## src/logic/lbc_pkg.sv

```systemverilog
// Constants, encodings and types shared by the local bus front end
package lbc_pkg;
  // ----------------------------------------------------------------
  // Clock and reset timing
  // ----------------------------------------------------------------
  localparam int MCLK_PERIOD_NS = 25;
  localparam int OSC_DIV = 2;
  localparam int RESET_IN_MIN_CLKS = 6;
  localparam int RESET_OUT_MIN_CLKS = 5;
  localparam logic [3:0] RESET_HOLD_MCLK = 4'(RESET_OUT_MIN_CLKS * OSC_DIV);
  localparam logic [1:0] RESET_DRIVE_MCLK = 2'(OSC_DIV);

  // ----------------------------------------------------------------
  // Control block and its relocation register
  // ----------------------------------------------------------------
  localparam logic [7:0] RELOC_OFS = 8'hfe;
  localparam logic [15:0] RELOC_RESET = 16'h00ff;
  localparam logic [15:0] RELOC_WMASK = 16'hdfff;
  localparam int RELOC_BASE_MSB = 11;
  localparam int RELOC_MEM_BIT = 12;
  localparam int RELOC_FOLLOW_BIT = 14;
  localparam int RELOC_ESC_BIT = 15;

  // ----------------------------------------------------------------
  // Bus cycle status codes
  // ----------------------------------------------------------------
  localparam logic [2:0] STAT_IO_RD = 3'h1;
  localparam logic [2:0] STAT_IO_WR = 3'h2;
  localparam logic [2:0] STAT_MEM_RD = 3'h5;
  localparam logic [2:0] STAT_MEM_WR = 3'h6;
  localparam logic [2:0] STAT_PASSIVE = 3'h7;

  typedef enum logic [2:0] {
    BUS_RESET, BUS_IDLE, BUS_ADDR, BUS_STROBE, BUS_WAIT, BUS_FINAL, BUS_HELD
  } busState_t;
endpackage : lbc_pkg

```

## src/logic/local_bus_clock_reset_ctrl.sv

```systemverilog
// Local bus front end: clock divider, reset stretcher, strobes, hold exchange, control block
module local_bus_clock_reset_ctrl (
  input wire logic mclk,
  input wire logic arst_n,
  input wire logic powerOnClearInputN,
  input wire logic busRequestIn,
  input wire logic syncReadyIn,
  input wire logic asyncReadyIn,
  input wire logic [15:0] muxedAddrDataIn,
  input wire logic cpuReq,
  input wire logic cpuWrite,
  input wire logic cpuIo,
  input wire logic cpuLock,
  input wire logic cpuUpperByte,
  input wire logic [19:0] cpuAddr,
  input wire logic [15:0] cpuWdata,
  input wire logic [1:0] waitStates,
  input wire logic ignoreReady,
  output logic systemClockOutput,
  output logic resetOut,
  output logic ale,
  output logic busGrantOut,
  output logic [15:0] muxedAddrData,
  output logic muxedAddrDataOe,
  output logic [3:0] upperAddress,
  output logic upperAddressOe,
  output logic upperByteEnableN,
  output logic upperByteEnableOe,
  output logic [2:0] busCycleStatus,
  output logic busCycleStatusOe,
  output logic lockN,
  output logic lockOe,
  output logic readStrobeN,
  output logic readStrobeOe,
  output logic writeStrobeN,
  output logic writeStrobeOe,
  output logic transceiverEnableN,
  output logic transceiverEnableOe,
  output logic transceiverDirection,
  output logic transceiverDirectionOe,
  output logic cpuDone,
  output logic [15:0] cpuRdata,
  output logic followerMode,
  output logic coprocessorOpcodeTrap
);
  // ----------------------------------------------------------------
  // Pin synchronisers
  // ----------------------------------------------------------------
  logic resSync1_q, resSync2_q, reqSync1_q, reqSync2_q;
  logic srdySync1_q, srdySync2_q, ardySync1_q, ardySync2_q;

  // Two stages on every pin that arrives without phase relation
  always_ff @(posedge mclk or negedge arst_n) begin
    if (!arst_n) begin
      resSync1_q <= 1'b0;
      resSync2_q <= 1'b0;
      reqSync1_q <= 1'b0;
      reqSync2_q <= 1'b0;
      srdySync1_q <= 1'b0;
      srdySync2_q <= 1'b0;
      ardySync1_q <= 1'b0;
      ardySync2_q <= 1'b0;
    end else begin
      resSync1_q <= powerOnClearInputN;
      resSync2_q <= resSync1_q;
      reqSync1_q <= busRequestIn;
      reqSync2_q <= reqSync1_q;
      srdySync1_q <= syncReadyIn;
      srdySync2_q <= srdySync1_q;
      ardySync1_q <= asyncReadyIn;
      ardySync2_q <= ardySync1_q;
    end
  end

  // ----------------------------------------------------------------
  // Clock divider and reset stretcher
  // ----------------------------------------------------------------
  logic procClk_q, procClk_d, resetOut_d;
  logic [3:0] holdCnt_q, holdCnt_d;
  logic [1:0] resetAge_q, resetAge_d;
  logic resetDrive, phaseEn;

  // Divide by two; one edge of the oscillator moves the divider
  always_comb begin
    procClk_d = ~procClk_q;
    phaseEn = procClk_q;
    holdCnt_d = holdCnt_q;
    if (!resSync2_q) begin
      holdCnt_d = lbc_pkg::RESET_HOLD_MCLK;
    end else if (holdCnt_q != 4'h0) begin
      holdCnt_d = holdCnt_q - 4'h1;
    end
    resetOut_d = !resSync2_q || (holdCnt_q != 4'h0);
    resetAge_d = resetAge_q;
    if (!resetOut) begin
      resetAge_d = 2'h0;
    end else if (resetAge_q != lbc_pkg::RESET_DRIVE_MCLK) begin
      resetAge_d = resetAge_q + 2'h1;
    end
    resetDrive = resetOut && (resetAge_q != lbc_pkg::RESET_DRIVE_MCLK);
  end

  // Registers of the clock and reset group
  always_ff @(posedge mclk or negedge arst_n) begin
    if (!arst_n) begin
      procClk_q <= 1'b0;
      holdCnt_q <= lbc_pkg::RESET_HOLD_MCLK;
      resetOut <= 1'b1;
      resetAge_q <= 2'h0;
    end else begin
      procClk_q <= procClk_d;
      holdCnt_q <= holdCnt_d;
      resetOut <= resetOut_d;
      resetAge_q <= resetAge_d;
    end
  end

  assign systemClockOutput = procClk_q;

  // ----------------------------------------------------------------
  // Control block decode
  // ----------------------------------------------------------------
  logic [15:0] reloc_q, reloc_d;
  logic hitBlock, busReady;

  // Block sits on a 256-byte boundary in the space chosen by the map bit
  function automatic logic blockHit(input logic [19:0] a, input logic io,
                                    input logic [15:0] r);
    return (a[19:8] == r[lbc_pkg::RELOC_BASE_MSB:0]) &&
           (io != r[lbc_pkg::RELOC_MEM_BIT]);
  endfunction : blockHit

  assign hitBlock = blockHit(cpuAddr, cpuIo, reloc_q);
  assign busReady = ignoreReady || srdySync2_q || ardySync2_q;
  assign followerMode = reloc_q[lbc_pkg::RELOC_FOLLOW_BIT];
  assign coprocessorOpcodeTrap = reloc_q[lbc_pkg::RELOC_ESC_BIT];

  // ----------------------------------------------------------------
  // Bus sequencer and pin registers
  // ----------------------------------------------------------------
  lbc_pkg::busState_t state_q, state_d;
  logic [1:0] waitCnt_q, waitCnt_d;
  logic owned_q, owned_d, done_d;
  logic [15:0] rdata_d;
  logic [2:0] cycleStat;

  always_comb begin
    case ({cpuIo, cpuWrite})
      2'b00: cycleStat = lbc_pkg::STAT_MEM_RD;
      2'b01: cycleStat = lbc_pkg::STAT_MEM_WR;
      2'b10: cycleStat = lbc_pkg::STAT_IO_RD;
      default: cycleStat = lbc_pkg::STAT_IO_WR;
    endcase
  end

  // Next state, then the pin values that belong to it
  always_comb begin
    state_d = state_q;
    waitCnt_d = waitCnt_q;
    owned_d = owned_q;
    reloc_d = reloc_q;
    rdata_d = cpuRdata;
    done_d = 1'b0;
    if (resetOut) begin
      state_d = lbc_pkg::BUS_RESET;
      owned_d = 1'b0;
      reloc_d = lbc_pkg::RELOC_RESET;
    end else if (phaseEn) begin
      case (state_q)
        lbc_pkg::BUS_RESET: state_d = lbc_pkg::BUS_IDLE;
        lbc_pkg::BUS_IDLE: begin
          if (reqSync2_q) begin
            state_d = lbc_pkg::BUS_HELD;
          end else if (cpuReq) begin
            state_d = lbc_pkg::BUS_ADDR;
            owned_d = 1'b1;
          end
        end
        lbc_pkg::BUS_ADDR: state_d = lbc_pkg::BUS_STROBE;
        lbc_pkg::BUS_STROBE: begin
          state_d = lbc_pkg::BUS_WAIT;
          waitCnt_d = waitStates;
        end
        lbc_pkg::BUS_WAIT: begin
          if (hitBlock) begin
            state_d = lbc_pkg::BUS_FINAL;
            rdata_d = (cpuAddr[7:0] == lbc_pkg::RELOC_OFS) ? reloc_q : 16'h0000;
            if (cpuWrite && cpuAddr[7:0] == lbc_pkg::RELOC_OFS) begin
              reloc_d = cpuWdata & lbc_pkg::RELOC_WMASK;
            end
          end else if (waitCnt_q != 2'h0) begin
            waitCnt_d = waitCnt_q - 2'h1;
          end else if (busReady) begin
            state_d = lbc_pkg::BUS_FINAL;
            rdata_d = muxedAddrDataIn;
          end
        end
        lbc_pkg::BUS_FINAL: begin
          done_d = 1'b1;
          state_d = reqSync2_q ? lbc_pkg::BUS_HELD : lbc_pkg::BUS_IDLE;
        end
        lbc_pkg::BUS_HELD: begin
          owned_d = 1'b0;
          if (!reqSync2_q) begin
            state_d = lbc_pkg::BUS_IDLE;
          end
        end
        default: state_d = lbc_pkg::BUS_IDLE;
      endcase
    end
  end

  logic ale_d, grant_d, adOe_d, busOe_d, dtr_d, rd_d, wr_d, den_d, ctlOe_d, stOe_d;
  logic [15:0] ad_d;
  logic [2:0] stat_d;

  // Pin values for the state being entered
  always_comb begin
    ale_d = (state_d == lbc_pkg::BUS_ADDR);
    grant_d = (state_d == lbc_pkg::BUS_HELD);
    busOe_d = owned_d && (state_d != lbc_pkg::BUS_HELD);
    ctlOe_d = resetOut ? resetDrive : busOe_d;
    stOe_d = ctlOe_d;
    adOe_d = busOe_d && (state_d == lbc_pkg::BUS_ADDR ||
             (cpuWrite && state_d != lbc_pkg::BUS_IDLE));
    ad_d = (state_d == lbc_pkg::BUS_ADDR) ? cpuAddr[15:0] : cpuWdata;
    stat_d = (state_d == lbc_pkg::BUS_ADDR || state_d == lbc_pkg::BUS_STROBE) ?
             cycleStat : lbc_pkg::STAT_PASSIVE;
    dtr_d = (state_d == lbc_pkg::BUS_ADDR) ? cpuWrite : transceiverDirection;
    rd_d = !(!cpuWrite && (state_d == lbc_pkg::BUS_STROBE ||
             state_d == lbc_pkg::BUS_WAIT));
    wr_d = !(cpuWrite && (state_d == lbc_pkg::BUS_STROBE ||
             state_d == lbc_pkg::BUS_WAIT));
    den_d = !(state_d == lbc_pkg::BUS_STROBE || state_d == lbc_pkg::BUS_WAIT);
    if (resetOut) begin
      stat_d = lbc_pkg::STAT_PASSIVE;
      rd_d = 1'b1;
      wr_d = 1'b1;
      den_d = 1'b1;
    end
  end

  // Registers of the bus group; every pin leaves from a flip-flop
  always_ff @(posedge mclk or negedge arst_n) begin
    if (!arst_n) begin
      state_q <= lbc_pkg::BUS_RESET;
      waitCnt_q <= 2'h0;
      owned_q <= 1'b0;
      reloc_q <= lbc_pkg::RELOC_RESET;
      cpuRdata <= 16'h0000;
      cpuDone <= 1'b0;
      ale <= 1'b0;
      busGrantOut <= 1'b0;
      muxedAddrData <= 16'h0000;
      muxedAddrDataOe <= 1'b0;
      upperAddress <= 4'h0;
      upperAddressOe <= 1'b0;
      upperByteEnableN <= 1'b1;
      upperByteEnableOe <= 1'b0;
      busCycleStatus <= lbc_pkg::STAT_PASSIVE;
      busCycleStatusOe <= 1'b0;
      lockN <= 1'b1;
      lockOe <= 1'b0;
      readStrobeN <= 1'b1;
      readStrobeOe <= 1'b0;
      writeStrobeN <= 1'b1;
      writeStrobeOe <= 1'b0;
      transceiverEnableN <= 1'b1;
      transceiverEnableOe <= 1'b0;
      transceiverDirection <= 1'b0;
      transceiverDirectionOe <= 1'b0;
    end else begin
      state_q <= state_d;
      waitCnt_q <= waitCnt_d;
      owned_q <= owned_d;
      reloc_q <= reloc_d;
      cpuRdata <= rdata_d;
      cpuDone <= done_d;
      ale <= ale_d;
      busGrantOut <= grant_d;
      muxedAddrData <= ad_d;
      muxedAddrDataOe <= adOe_d;
      upperAddress <= cpuAddr[19:16];
      upperAddressOe <= busOe_d && !resetOut;
      upperByteEnableN <= !cpuUpperByte;
      upperByteEnableOe <= busOe_d && !resetOut;
      busCycleStatus <= stat_d;
      busCycleStatusOe <= stOe_d;
      lockN <= resetOut ? 1'b1 : !cpuLock;
      lockOe <= stOe_d;
      readStrobeN <= rd_d;
      readStrobeOe <= ctlOe_d;
      writeStrobeN <= wr_d;
      writeStrobeOe <= ctlOe_d;
      transceiverEnableN <= den_d;
      transceiverEnableOe <= ctlOe_d;
      transceiverDirection <= dtr_d;
      transceiverDirectionOe <= busOe_d && !resetOut;
    end
  end
endmodule : local_bus_clock_reset_ctrl
```

## config.mk

```make
export PLATFORM = sky130hd
export DESIGN_NAME = local_bus_clock_reset_ctrl
export DESIGN_NICKNAME = d
export VERILOG_FILES = /design/src/logic/lbc_pkg.sv /design/src/logic/local_bus_clock_reset_ctrl.sv
export SDC_FILE = /design/constraint.sdc
export NUM_CORES = 1
export LEC_CHECK = 0
export ABC_AREA = 0
export BUFFER_PORTS_ARGS = -buffer_cell sky130_fd_sc_hd__buf_2
export CAP_MARGIN = 20
export CORE_ASPECT_RATIO = 1.4
export CORE_UTILIZATION = 45
export CTS_CLUSTER_SIZE = 30
export DETAILED_ROUTE_END_ITERATION = 10
export PLACE_DENSITY_LB_ADDON = 0.05
export SYNTH_ARGS = -nofsm -noshare
export SYNTH_HDL_FRONTEND = slang
export SYNTH_SLANG_ARGS = --single-unit
export TNS_END_PERCENT = 10
```

## constraint.sdc

```tcl
create_clock -name mclk -period 2.1 [get_ports mclk]
set_input_delay 0 -clock mclk [delete_from_list [all_inputs] [get_ports mclk]]
set_output_delay 0 -clock mclk [all_outputs]
set_load 0.01 [all_outputs]
```

==> impl_results.md <==
* Layout Utilization at 71.20%
* Initial core utilization at 46.55%
* Yosys reg bits at 88
* DRC viols at 0
* Port Buffer Count at 126
* Crit. End Element: flop
* Static leakage at 2.736 nW
* Cells on worst reg2reg path at 9
* Worst min path class: in -> reg
* Vias at 3270
* Crit path kind: reg -> reg
* Slew HR at 58.91%
* Die ar. at 0.008858 mm²
* RR Startpoint: reloc_q[5]
* Drt pass-1 iters at 4
* WHS Endpoint: waitCnt_q[0]
* # clock sinks at 88
* Skew-Pair Late Insertion Delay at 0.34 ns
* Number of synthesized flops with an enable pin at 0
* 1st-iter DRT viols at 135
* Startpoint types: flop
* R2R Path End: cpuRdata[8]
* Crit path max fanout at 8
* CTS tree: built
* Yosys warning count at 0
* Final setup fails at 0
* Die Y at 111.0 µm
* RSZ-0062 raised after global routing: true
* Num CTS Buffers at 9
* Ranking of synthesized cells by area: dfrtp_1, dfstp_2, mux2i_1, nor2_1, mux2_4
* Count leader, synth: dfrtp_1
* First-pass GRT wire length at 16.43 mm
* Dpl ws at -0.08041 ns
* Fmax at 0.4797 GHz
* Global-route total usage across every layer at 24.97%
* Synth cell types at 48
* Total grt overflow at 0
* VDD IR-drop max at 0.0006907 V
* Synth Net Count at 403
* Layout cell share with drive strength beyond 1 at 41.74%
* Die W at 79.83 µm
* Reg clk slew, reported paths at 0.06 ns
* Worst reg-to-reg setup slack at 0.02 ns
* Final setup TNS at 0 ns
* Final Hold Vio Count at 0
* Root Driver: clkbuf_16
* Primary FF master, synth: dfrtp_1
* Synth-to-layout area growth at 52.95%
* Maximum buffer depth of the clock tree at 2
* Num ports at 127
* Design Power at 4.065 mW
* Period utilisation layout at 99.28%
* Hpwl dp at 6.991 mm
* Most area-hungry cell type in the Yosys netlist: dfrtp_1
* Max-Cap Viols at 0
* Final min period at 2.085 ns
* Mapped Area at 0.003816 mm²
* Routed WL per cell at 15.95 µm
* Post-synthesis cell count at 334
* Vias/cell at 5.008
* RePlAce Congestion at 0.8354
* Hold path start: waitStates[0]
* Worst-Margin Slew at 0.6164 ns
* Worst path arrival time at 2.34 ns
* Synth cell count leaders: dfrtp_1, nor2_1, nand2_1
* Hold_ws at 0.02282 ns
* Worst Slack Setup Final at 0.01518 ns
* Post-Syn Area per Cell at 11.43 µm²
* Antenna violations before repair at 0
* WP data required at 2.36 ns
* Synth top area share at 45.25%
* # H-tree levels at 3
* Antenna Cells at 0
* Status: complete, no violations
* Core Area at 0.008198 mm²
* Final wirelength at 10.41 mm
* Fraction of registers with async set or reset after synthesis at 100.0%
* Sequential share of the synthesized area at 58.33%
* Site Rows at 39
* Pwr Density at 696.5 mW/mm²
* Pins Over Slew Limit at 0
* Final Skew at 0.005616 ns
* ANT nets after route at 0
* Pin count of the biggest net entering global routing at 47
* Vias in the first global route at 3304
* Hold depth at 4
* Post-layout net count at 615
## layout by cell type, fill, tap and decap left out, types with 2 or more instances in the layout
| master | count |
|---|---|
| a21oi_1 | 18 |
| a21oi_2 | 2 |
| a31oi_1 | 11 |
| and2_1 | 2 |
| and3_1 | 5 |
| buf_12 | 5 |
| buf_2 | 125 |
| buf_4 | 25 |
| buf_6 | 2 |
| bufinv_16 | 2 |
| clkbuf_1 | 2 |
| clkbuf_16 | 11 |
| clkbuf_8 | 2 |
| dfrtp_1 | 68 |
| dfstp_2 | 19 |
| dlygate4sd3_1 | 62 |
| ha_1 | 3 |
| inv_1 | 12 |
| mux2_2 | 8 |
| mux2_4 | 9 |
| mux2i_1 | 17 |
| nand2_1 | 29 |
| nand2b_1 | 3 |
| nand3_1 | 16 |
| nand4_1 | 3 |
| nor2_1 | 35 |
| nor2_2 | 3 |
| nor3_1 | 3 |
| nor3b_1 | 2 |
| o22ai_1 | 2 |
| or3_1 | 3 |
| xnor2_1 | 2 |
| xor2_1 | 9 |
| xor2_2 | 4 |
## kinds of logic (layout without fill, tap and decap cells)
logic type / count (synthesis) / after routing / synth area share [%]
buf+inv: 33 / 250 / 4.688
compound gates: 46 / 46 / 7.705
mux: 34 / 34 / 10.36
flops: 88 / 88 / 58.33
xor+xnor: 15 / 15 / 3.443
simple gates: 115 / 115 / 14.49
fa+ha+maj: 3 / 3 / 0.9837
## worst max-delay path by stage
| stage | startpoint | to | cells after the start |
|---|---|---|---|
| after detailed placement | srdySync2_q | muxedAddrData[3] | 6 |
| after CTS | reloc_q[3] | cpuRdata[7] | 7 |
| after global placement | srdySync2_q | muxedAddrData[3] | 6 |
| after global routing | reloc_q[5] | cpuRdata[3] | 9 |
| final | reloc_q[5] | cpuRdata[8] | 9 |
| after floorplan | reloc_q[4] | muxedAddrData[10] | 9 |
## worst max-delay path, cell delays in order (launching register included)
cell and delay [ns]:
dfstp_2 0.55, xor2_2 0.07, nor4_2 0.35, nand4_1 0.16, buf_6 0.16, a211oi_4 0.23, buf_6 0.17, buf_12 0.13
nor2_1 0.05, a31oi_1 0.15
## power by group
| group | switching (mW) | internal (mW) |
|---|---|---|
| combinational | 0.242 | 0.267 |
| sequential | 0.0420 | 1.78 |
| clock | 0.630 | 1.11 |
## stage by stage
| stage | instances | area [µm²] |
|---|---|---|
| 3_3_place_gp | 568 | 4706 |
| 5_1_grt | 653 | 5837 |
| 2_1_floorplan | 334 | 3842 |
| 6_report | 653 | 5837 |
| 4_1_cts | 648 | 5700 |
| 3_5_place_dp | 568 | 4706 |
## flip-flops by register name, indices dropped and copies added (netlist names), 2 cells and up
| register | cells |
|---|---|
| cpuRdata | 16 |
| muxedAddrData | 16 |
| reloc_q | 15 |
| holdCnt_q | 4 |
| upperAddress | 4 |
| busCycleStatus | 3 |
| state_q | 3 |
| resetAge_q | 2 |
| waitCnt_q | 2 |
## what timing repair did
action / in CTS / in global routing
gates resized for setup: 3 / 13
endpoints found under the hold margin: 102 / 0
pin swaps: 2 / 7
gates cloned: 0 / 2
buffers inserted: 2 / 3
endpoints found under the setup margin: 31 / 49
hold buffers: 62 / 0
## layout make-up
cell class / instances / area [µm²]
fill: 626 / 2361
sequential: 88 / 2227
clock buffer: 13 / 260.3
tap: 102 / 127.6
inverter: 13 / 48.80
clock inverter: 3 / 65.06
timing repair buffer: 221 / 1607
multi-input combinational: 213 / 1501
## routing by layer
layer	part of all wire (%)	up-vias	track usage, %
li1	-	1571	-
met1	40	1595	28.99
met2	54	89	43.70
met3	3.8	15	4.856
met4	2.4	0	10.95
met5	0	-	0
Power figures use the tool's default switching activity.
